--- src/logic/ddspr_pkg.sv ---
// shared types and constants for the profile, ramp and keying control block
package ddspr_pkg;
    localparam int FTW_W = 32;
    localparam int POW_W = 16;
    localparam int ASF_W = 14;
    localparam int PROF_N = 8;
    localparam int PROF_W = 3;
    localparam int RAMP_W = 32;
    localparam int RATE_W = 16;
    localparam int PHASE_ACC_CLEAR_BIT = 11;
    localparam int AMP_SHIFT = ASF_W;
    localparam logic [ASF_W-1:0] ASF_FULL = 14'h3fff;
    localparam logic [FTW_W-1:0] FTW_RESET = 32'h0000_0000;
    localparam logic [RAMP_W-1:0] RAMP_RESET = 32'h0000_0000;
    localparam logic [RATE_W-1:0] RATE_RESET = 16'h0000;

    typedef enum logic [1:0] {
        DDSPR_DEST_FREQ,
        DDSPR_DEST_PHASE,
        DDSPR_DEST_AMP
    } ddspr_dest_e;

    typedef enum logic [1:0] {
        DDSPR_RAMP_IDLE,
        DDSPR_RAMP_UP,
        DDSPR_RAMP_DOWN
    } ddspr_ramp_e;

    typedef struct packed {
        logic [FTW_W-1:0] ftw;
        logic [POW_W-1:0] pow;
        logic [ASF_W-1:0] amplitude_scale_factor;
    } ddspr_profile_s;

    typedef struct packed {
        logic matched_latency;
        logic auto_clr_phase;
        logic [15:0] cfr_low;
        logic sync_clk_en;
        logic profile_asf_en;
        logic sine_sel;
        logic ram_en;
        logic int_update_en;
        logic [RATE_W-1:0] int_update_rate;
    } ddspr_cfg_s;

    typedef struct packed {
        logic en;
        ddspr_dest_e dest;
        logic auto_clr;
        logic clr;
        logic rate_reload;
        logic no_dwell_hi;
        logic no_dwell_lo;
        logic [RAMP_W-1:0] lower;
        logic [RAMP_W-1:0] upper;
        logic [RAMP_W-1:0] step_up;
        logic [RAMP_W-1:0] step_dn;
        logic [RATE_W-1:0] rate_up;
        logic [RATE_W-1:0] rate_dn;
    } ddspr_ramp_s;

    typedef struct packed {
        logic en;
        logic auto_mode;
        logic rate_reload;
        logic [RATE_W-1:0] rate;
        logic [ASF_W-1:0] step;
    } ddspr_osk_s;

    typedef struct packed {
        logic [FTW_W-1:0] ftw;
        logic [POW_W-1:0] pow;
    } ddspr_aux_s;
endpackage

--- src/logic/ddspr_rate_timer.sv ---
// interval timer that pulses once every period + 1 cycles while running and can be reloaded
`timescale 1ns/100ps
`default_nettype none
module ddspr_rate_timer
    import ddspr_pkg::*;
(
    input wire logic core_clk,
    input wire logic reset,
    input wire logic reload,
    input wire logic run,
    input wire logic [RATE_W-1:0] period,
    output logic tick
);
    logic [RATE_W-1:0] count_reg;
    logic [RATE_W-1:0] count_next;
    wire expired = (count_reg == RATE_RESET);
    wire [RATE_W-1:0] count_dec = count_reg - 16'h0001;

    assign count_next = (reload || expired) ? period : (run ? count_dec : count_reg);

    always_ff @(posedge core_clk or posedge reset) begin
        if (reset) begin
            count_reg <= RATE_RESET;
            tick <= 1'b0;
        end else begin
            count_reg <= count_next;
            tick <= run && expired && !reload;
        end
    end
endmodule
`default_nettype wire

--- src/logic/ddspr_core.sv ---
// profile, ramp generator and output shift keying control of the synthesizer core
`timescale 1ns/100ps
`default_nettype none
module ddspr_core
    import ddspr_pkg::*;
(
    input wire logic core_clk,
    input wire logic reset,
    input wire logic buf_wr,
    input wire ddspr_cfg_s buf_cfg,
    input wire ddspr_ramp_s buf_ramp,
    input wire ddspr_osk_s buf_osk,
    input wire ddspr_aux_s buf_aux,
    input wire logic [PROF_W-1:0] buf_prof_idx,
    input wire ddspr_profile_s buf_prof,
    input wire logic io_update_in,
    input wire logic [PROF_W-1:0] profile_pins,
    input wire logic ramp_up_ctl,
    input wire logic ramp_hold,
    input wire logic output_shift_keying_pin,
    input wire logic ram_sweep_done,
    input wire logic sync_clk_in,
    output logic io_update_out,
    output logic io_update_oe,
    output logic sync_clk_out,
    output logic sync_clk_oe,
    output logic [FTW_W-1:0] ftw_out,
    output logic [POW_W-1:0] phase_out,
    output logic [ASF_W-1:0] amp_out,
    output logic sine_out_sel,
    output logic ram_sweep_over_flag,
    output logic ramp_finished
);
    // holding buffer, written by the host side
    ddspr_cfg_s hold_cfg_reg;
    ddspr_ramp_s hold_ramp_reg;
    ddspr_osk_s hold_osk_reg;
    ddspr_aux_s hold_aux_reg;
    ddspr_profile_s hold_prof_reg [PROF_N];
    // active copies
    ddspr_cfg_s cfg_reg;
    ddspr_ramp_s ramp_reg;
    ddspr_osk_s osk_reg;
    ddspr_aux_s aux_reg;
    ddspr_profile_s prof_reg [PROF_N];

    logic upd_in_d_reg;
    logic [PROF_W-1:0] prof_idx_reg;
    logic [RATE_W-1:0] int_cnt_reg;
    logic [FTW_W-1:0] phase_acc_reg;
    logic [RAMP_W-1:0] ramp_acc_reg;
    ddspr_ramp_e ramp_state_reg;
    logic [ASF_W-1:0] osk_amp_reg;
    logic [FTW_W-1:0] ftw_stage_reg;
    logic [POW_W-1:0] pow_stage_reg;

    // update sources
    wire int_fire = cfg_reg.int_update_en && (int_cnt_reg == RATE_RESET);
    wire ext_rise = io_update_in && !upd_in_d_reg && !cfg_reg.int_update_en;
    wire io_update = ext_rise || int_fire;
    wire profile_change = (profile_pins != prof_idx_reg);
    wire upd_or_prof = io_update || profile_change;

    ddspr_profile_s act_prof;
    assign act_prof = prof_reg[prof_idx_reg];

    // phase accumulator clear
    wire phase_clr = cfg_reg.cfr_low[PHASE_ACC_CLEAR_BIT]
        || (cfg_reg.auto_clr_phase && upd_or_prof);

    // ramp generator
    wire ramp_clr = ramp_reg.clr
        || (ramp_reg.auto_clr && upd_or_prof);
    wire ramp_reload = ramp_reg.rate_reload && upd_or_prof;
    wire ramp_run = ramp_reg.en && !ramp_hold && !ramp_clr;
    wire going_up = ramp_up_ctl;
    logic tick_up;
    logic tick_dn;
    logic tick_amp;

    ddspr_rate_timer u_up_timer (
        .core_clk(core_clk),
        .reset(reset),
        .reload(ramp_reload),
        .run(ramp_run && going_up),
        .period(ramp_reg.rate_up),
        .tick(tick_up)
    );

    ddspr_rate_timer u_dn_timer (
        .core_clk(core_clk),
        .reset(reset),
        .reload(ramp_reload),
        .run(ramp_run && !going_up),
        .period(ramp_reg.rate_dn),
        .tick(tick_dn)
    );

    wire [RAMP_W:0] sum_up = {1'b0, ramp_acc_reg} + {1'b0, ramp_reg.step_up};
    wire [RAMP_W:0] diff_dn = {1'b0, ramp_acc_reg} - {1'b0, ramp_reg.step_dn};
    wire hit_top = sum_up[RAMP_W] || (sum_up[RAMP_W-1:0] >= ramp_reg.upper);
    wire hit_bot = diff_dn[RAMP_W] || (diff_dn[RAMP_W-1:0] <= ramp_reg.lower);
    wire at_top = (ramp_acc_reg == ramp_reg.upper);
    wire at_bot = (ramp_acc_reg == ramp_reg.lower);

    logic [RAMP_W-1:0] ramp_acc_next;
    ddspr_ramp_e ramp_state_next;
    always_comb begin
        ramp_acc_next = ramp_acc_reg;
        ramp_state_next = ramp_state_reg;
        if (ramp_clr || !ramp_reg.en) begin
            ramp_acc_next = RAMP_RESET;
            ramp_state_next = DDSPR_RAMP_IDLE;
        end else if (ramp_run) begin
            if (ramp_state_reg == DDSPR_RAMP_IDLE && ramp_acc_reg < ramp_reg.lower) begin
                ramp_acc_next = ramp_reg.lower;
            end
            if (going_up && tick_up) begin
                ramp_state_next = DDSPR_RAMP_UP;
                ramp_acc_next = hit_top ? ramp_reg.upper : sum_up[RAMP_W-1:0];
            end else if (!going_up && tick_dn) begin
                ramp_state_next = DDSPR_RAMP_DOWN;
                ramp_acc_next = hit_bot ? ramp_reg.lower : diff_dn[RAMP_W-1:0];
            end
            // no-dwell: jump back to the opposite limit on reaching one
            if (going_up && at_top && ramp_reg.no_dwell_hi) begin
                ramp_acc_next = ramp_reg.lower;
            end
            if (!going_up && at_bot && ramp_reg.no_dwell_lo) begin
                ramp_acc_next = ramp_reg.upper;
            end
        end
    end

    wire ramp_done = ramp_reg.en && (going_up ? at_top : at_bot);

    // output shift keying
    wire osk_reload = osk_reg.rate_reload && upd_or_prof;
    wire [ASF_W-1:0] asf_sel = cfg_reg.profile_asf_en ? act_prof.amplitude_scale_factor : ASF_FULL;
    wire [ASF_W-1:0] osk_target = output_shift_keying_pin ? asf_sel : '0;

    ddspr_rate_timer u_amp_timer (
        .core_clk(core_clk),
        .reset(reset),
        .reload(osk_reload),
        .run(osk_reg.en && osk_reg.auto_mode),
        .period(osk_reg.rate),
        .tick(tick_amp)
    );

    wire [ASF_W:0] amp_up = {1'b0, osk_amp_reg} + {1'b0, osk_reg.step};
    wire [ASF_W:0] amp_dn = {1'b0, osk_amp_reg} - {1'b0, osk_reg.step};
    logic [ASF_W-1:0] osk_amp_next;
    always_comb begin
        osk_amp_next = osk_amp_reg;
        if (!osk_reg.en) begin
            osk_amp_next = asf_sel;
        end else if (!osk_reg.auto_mode) begin
            osk_amp_next = osk_target;
        end else if (tick_amp) begin
            if (osk_amp_reg < osk_target) begin
                osk_amp_next = (amp_up[ASF_W] || amp_up[ASF_W-1:0] > osk_target)
                    ? osk_target : amp_up[ASF_W-1:0];
            end else if (osk_amp_reg > osk_target) begin
                osk_amp_next = (amp_dn[ASF_W] || amp_dn[ASF_W-1:0] < osk_target)
                    ? osk_target : amp_dn[ASF_W-1:0];
            end
        end
    end

    // source selection for the three words
    wire [FTW_W-1:0] base_ftw = cfg_reg.ram_en ? aux_reg.ftw : act_prof.ftw;
    wire [POW_W-1:0] base_pow = cfg_reg.ram_en ? aux_reg.pow : act_prof.pow;
    wire dest_f = ramp_reg.en && ramp_reg.dest == DDSPR_DEST_FREQ;
    wire dest_p = ramp_reg.en && ramp_reg.dest == DDSPR_DEST_PHASE;
    wire dest_a = ramp_reg.en && ramp_reg.dest == DDSPR_DEST_AMP;
    wire [FTW_W-1:0] sel_ftw = dest_f ? ramp_acc_reg : base_ftw;
    wire [POW_W-1:0] sel_pow = dest_p ? ramp_acc_reg[RAMP_W-1 -: POW_W] : base_pow;
    wire [ASF_W-1:0] sel_amp = dest_a ? ramp_acc_reg[RAMP_W-1 -: ASF_W] : osk_amp_reg;
    // phase offset adds onto the top 16 bits: one lsb is a 1/65536 turn
    wire [POW_W-1:0] phase_word = phase_acc_reg[FTW_W-1 -: POW_W] + sel_pow;
    wire [FTW_W-1:0] phase_acc_sum = phase_acc_reg + ftw_stage_reg;

    // holding buffer writes
    always_ff @(posedge core_clk or posedge reset) begin
        if (reset) begin
            hold_cfg_reg <= '0;
            hold_ramp_reg <= '0;
            hold_osk_reg <= '0;
            hold_aux_reg <= '0;
        end else if (buf_wr) begin
            hold_cfg_reg <= buf_cfg;
            hold_ramp_reg <= buf_ramp;
            hold_osk_reg <= buf_osk;
            hold_aux_reg <= buf_aux;
        end
    end

    for (genvar i = 0; i < PROF_N; i++) begin : g_prof
        always_ff @(posedge core_clk or posedge reset) begin
            if (reset) begin
                hold_prof_reg[i] <= '0;
                prof_reg[i] <= '0;
            end else begin
                if (buf_wr && buf_prof_idx == PROF_W'(i)) begin
                    hold_prof_reg[i] <= buf_prof;
                end
                if (io_update) begin
                    prof_reg[i] <= hold_prof_reg[i];
                end
            end
        end
    end

    // transfer to active on update
    always_ff @(posedge core_clk or posedge reset) begin
        if (reset) begin
            cfg_reg <= '0;
            ramp_reg <= '0;
            osk_reg <= '0;
            aux_reg <= '0;
        end else if (io_update) begin
            cfg_reg <= hold_cfg_reg;
            ramp_reg <= hold_ramp_reg;
            osk_reg <= hold_osk_reg;
            aux_reg <= hold_aux_reg;
        end
    end

    // update timing, profile tracking and internal update pulse
    always_ff @(posedge core_clk or posedge reset) begin
        if (reset) begin
            upd_in_d_reg <= 1'b0;
            prof_idx_reg <= '0;
            int_cnt_reg <= RATE_RESET;
            io_update_out <= 1'b0;
            io_update_oe <= 1'b0;
        end else begin
            upd_in_d_reg <= io_update_in;
            prof_idx_reg <= profile_pins;
            int_cnt_reg <= (int_fire || !cfg_reg.int_update_en)
                ? cfg_reg.int_update_rate : int_cnt_reg - 16'h0001;
            io_update_out <= int_fire;
            io_update_oe <= cfg_reg.int_update_en;
        end
    end

    // accumulators and staging of the words
    always_ff @(posedge core_clk or posedge reset) begin
        if (reset) begin
            phase_acc_reg <= FTW_RESET;
            ramp_acc_reg <= RAMP_RESET;
            ramp_state_reg <= DDSPR_RAMP_IDLE;
            osk_amp_reg <= '0;
            ftw_stage_reg <= FTW_RESET;
            pow_stage_reg <= '0;
        end else begin
            phase_acc_reg <= phase_clr ? FTW_RESET : phase_acc_sum;
            ramp_acc_reg <= ramp_acc_next;
            ramp_state_reg <= ramp_state_next;
            osk_amp_reg <= osk_amp_next;
            ftw_stage_reg <= sel_ftw;
            pow_stage_reg <= sel_pow;
        end
    end

    // output stage; the phase path is one stage shorter in both settings, and matched latency bypasses the amplitude ramp
    always_ff @(posedge core_clk or posedge reset) begin
        if (reset) begin
            ftw_out <= FTW_RESET;
            phase_out <= '0;
            amp_out <= '0;
            sine_out_sel <= 1'b0;
            ram_sweep_over_flag <= 1'b0;
            ramp_finished <= 1'b0;
            sync_clk_out <= 1'b0;
            sync_clk_oe <= 1'b0;
        end else begin
            ftw_out <= ftw_stage_reg;
            phase_out <= phase_word;
            amp_out <= cfg_reg.matched_latency ? osk_amp_reg : sel_amp;
            sine_out_sel <= cfg_reg.sine_sel;
            // set wins over the clear coming from a fresh update
            ram_sweep_over_flag <= (cfg_reg.ram_en && ram_sweep_done)
                || (ram_sweep_over_flag && !io_update);
            ramp_finished <= ramp_done;
            sync_clk_out <= sync_clk_in && cfg_reg.sync_clk_en;
            sync_clk_oe <= cfg_reg.sync_clk_en;
        end
    end
endmodule
`default_nettype wire

--- config.mk ---
export PLATFORM = sky130hd
export DESIGN_NAME = ddspr_core
export DESIGN_NICKNAME = d
export VERILOG_FILES = /design/src/logic/ddspr_pkg.sv /design/src/logic/ddspr_rate_timer.sv /design/src/logic/ddspr_core.sv
export SDC_FILE = /design/constraint.sdc
export NUM_CORES = 2
export LEC_CHECK = 0
export BUFFER_PORTS_ARGS = -buffer_cell sky130_fd_sc_hd__buf_2
export CORE_MARGIN = 3
export CORE_UTILIZATION = 50
export DETAILED_ROUTE_END_ITERATION = 8
export MAX_ROUTING_LAYER = met4
export PLACE_DENSITY = 0.7
export SLEW_MARGIN = 40
export SYNTH_ARGS = -nofsm -noshare
export SYNTH_HDL_FRONTEND = slang
export SYNTH_SLANG_ARGS = --single-unit
--- constraint.sdc ---
create_clock -name core_clk -period 57 [get_ports core_clk]
set_clock_uncertainty 0.2 [all_clocks]
set_input_delay 8.55 -clock core_clk [delete_from_list [all_inputs] [get_ports core_clk]]
set_output_delay 8.55 -clock core_clk [all_outputs]
set_load 0.01 [all_outputs]
==> impl_metrics.env <==
export IMPL_final_util_pct=57.4
export IMPL_period_share_pct=21.0
export IMPL_synth_fp_nets=8370
export IMPL_max_freq_mhz=83.4
export IMPL_ys_warn_count=0
export IMPL_dp_cells=10000
export IMPL_power_density_mw_per_mm2=52.6
export IMPL_nNetsFinal=8696
export IMPL_cts_resized=0
export IMPL_h_tree_depth=4
export IMPL_syn_area_mm2=0.0826
export IMPL_tightest_slew_ns=0.855
export IMPL_die_area_mm2=0.170
export IMPL_r2r_cells=23
export IMPL_gp_congestion=0.979
export IMPL_holdPathEnd="sine_out_sel"
export IMPL_syn_inst=7717
export IMPL_critPathLaunchType="input pin"
export IMPL_setup_tns_ns=0
export IMPL_tritoncts="yes"
export IMPL_synth_top_cell_by_area="dfrtp_1"
export IMPL_setup_ws_ns=45.01
export IMPL_p_int_mw=3.15
export IMPL_top_level_ports=434
export IMPL_drt_iter0_markers=5348
export IMPL_clkLatencyLatePin_ns=0.84
export IMPL_grt_first_pass_wirelength_mm=349
export IMPL_overflow=0
export IMPL_synth_main_ff_cell="dfrtp_1"
export IMPL_drc_errors=0
export IMPL_grt_setup_unrepaired="no"
export IMPL_sw_frac_of_total_pct=36.2
export IMPL_layout_drive_gt1_share_pct=22.0
export IMPL_grt_pass1_vias=58200
export IMPL_wire_per_inst_um=22.0
export IMPL_die_w_um=412
export IMPL_grt_max_degree=203
export IMPL_firstDrtPassIters=6
export IMPL_stdcell_count=10400
export IMPL_clock_sinks=1790
export IMPL_hold_path_depth=0
export IMPL_p_seq_share_pct=40.6
export IMPL_synth_distinct_cells=88
export IMPL_setup_violations_final=0
export IMPL_drv_slew=0
export IMPL_dp_hpwl_mm=154
export IMPL_netlist_area_leader_share_pct=54.2
export IMPL_post_cts_buffers=0
export IMPL_postRouteAntennaNets=0
export IMPL_grt_util_all_layers_pct=27.6
export IMPL_portBuffers=418
export IMPL_synth_area_per_cell_um2=10.7
export IMPL_start_util_pct=50.6
export IMPL_r2r_end="ramp_acc_reg[21]"
export IMPL_min_from="cfg_reg[18]"
export IMPL_fill_cells=13700
export IMPL_r2r_start="ramp_acc_reg[0]"
export IMPL_clk_pin_slew_ns=0.06
export IMPL_critical_path_arrival_ns=12.67
export IMPL_hold_path_class="reg -> reg"
export IMPL_vias_per_cell=5.62
export IMPL_worstPathRequired_ns=57.69
export IMPL_cts_buffers=188
export IMPL_area_delta_synth_final_pct=13.6
export IMPL_p_leak_nw=44.7
export IMPL_rrSetupSlack_ns=50.48
export IMPL_cp_max_fo=104
export IMPL_num_vias=58500
export IMPL_ys_seq_elements=1790
export IMPL_core_mm2=0.163
export IMPL_hold_viol=0
export IMPL_synth_area_leaders="dfrtp_1 (54%), mux2_2 (11%), nand2_1 (11%), ha_1 (4.3%), mux4_2 (3.4%)"
export IMPL_antenna_found_initial=46
export IMPL_switching_power_mw=1.78
export IMPL_max_slew_margin_pct=43.0
export IMPL_drt_total_wl_mm=228
export IMPL_ir_worst_vdd_v=0.0000328
export IMPL_die_y_um=412
export IMPL_synthArstFlopShare_pct=100
export IMPL_critical_path_class="in -> async"
export IMPL_clockBufferDepth=3
export IMPL_status="finished, final reports clean"
export IMPL_pwr_share_clk_pct=26.2
export IMPL_num_rows=148
export IMPL_cts_hold_buf=0
export IMPL_finalCriticalPeriod_ns=11.99
export IMPL_cap_viol_max_count=0
export IMPL_preCtsSetupSlack_ns=43.75
export IMPL_synth_edff_count=0
export IMPL_cp_end_kind="asynchronous set/reset pin"
export IMPL_clockRootBuffer="clkbuf_16"
export IMPL_ys_seq_area_share_pct=54.2
export IMPL_combPwrFrac_pct=33.2
==> power by group through the flow <==
stage / combinational (mW) / clock, mW / sequential (mW)
after CTS: 1.63 / 1.31 / 2.00
final: 1.64 / 1.29 / 2.00
after global routing: 1.84 / 1.37 / 2.05
after floorplan: 1.18 / 0 / 1.93
after global placement: 1.58 / 0 / 1.99
after detailed placement: 1.62 / 0 / 2.01
==> layout make-up <==
cell class	count	area, µm²	area share (%)
clock inverter	74	1150	1.22
inverter	173	653	0.696
clock buffer	270	5470	5.83
antenna	28	70.1	0.0747
multi-input combinational	5364	35600	37.9
timing repair buffer	526	3360	3.58
sequential	1790	44800	47.8
tap	2175	2720	2.90
==> per-layer routing <==
layer / GRT usage (%) / part of all wire (%)
met3: 5.10 / 6.5
met4: 10.6 / 4.1
met1: 36.7 / 43
met5: - / 0
met2: 42.3 / 46
==> worst max-delay path, stage by stage <==
cell	delay [ns]
buf_2	0.11
clkinvlp_4	0.29
buf_12	0.24
buf_6	0.48
buf_12	0.43
buf_16	0.44
buf_6	0.58
buf_6	0.64
buf_4	0.71
==> layout by cell type, fill, tap and decap left out, drive strengths merged, types with 16 or more instances in the layout <==
cell    count
and3       24
a22oi      34
nor3       54
clkbuf    271
buf       525
ha        282
nand3      35
nor2b      26
xor2       71
nand2b     38
o21a       33
a211oi     29
o21bai     16
xnor2     138
nor2      278
a31oi      17
a21oi     263
mux2      785
a21o       63
o211ai     24
bufinv     20
dfrtp    1790
nand2    2341
diode      28
clkinv     40
o21ai     327
mux4      124
nand4      46
nor4       25
inv       179
mux2i      70
==> metrics by stage <==
stage	hold slack (ns)	area [µm²]	power (mW)
CTS	0.174	93600	4.94
global route	0.186	93800	5.26
global placement	0.163	86700	3.57
finish	0.172	93800	4.93
detailed placement	0.160	87000	3.63
floorplan	0.154	82600	3.11
==> Yosys cell counts (all sizes together), types with 8 or more instances <==
master	n
mux2i	70
nor2b	26
clkbuf	233
buf	157
mux4	124
o21bai	16
nor3	54
and3	24
o21a	33
nor4	25
ha	282
o221ai	15
a211oi	29
xor2	71
xnor2	138
a221oi	13
nor2	278
o2111ai	8
a21oi	263
a31oi	17
a2111oi	9
nor3b	9
a211o	13
a21o	63
o211ai	24
mux2	785
or2	8
o31ai	9
o21ai	327
nand3b	9
inv	173
nand2b	38
nand3	35
o22ai	15
or4	9
dfrtp	1790
nand4	46
nand2	2341
a22oi	34
or3	15
and2	14
==> worst max-delay path by stage <==
stage / start / end / slack (ns) / cells after the start
6_report: reset / prof_reg[321] / 45.01 / 9
5_1_grt: reset / prof_reg[383] / 44.39 / 9
4_1_cts: reset / hold_prof_reg[248] / 44.65 / 9
3_5_place_dp: reset / hold_prof_reg[306] / 43.75 / 9
3_3_place_gp: reset / prof_reg[430] / 43.23 / 7
2_1_floorplan: reset / amp_out[0] / 23.42 / 1
==> logic make-up after synthesis <==
logic type | after synthesis | synth area share [%]
AO/OA/AOI/OAI | 936 | 6.96
XOR/XNOR | 209 | 2.22
AND/OR/NAND/NOR | 2952 | 14.4
buffers and inverters | 563 | 2.78
flip-flops | 1790 | 54.2
multiplexers | 979 | 14.9
adder cells (fa/ha/maj) | 288 | 4.42
No activity file was read; power rests on OpenSTA's default activity.
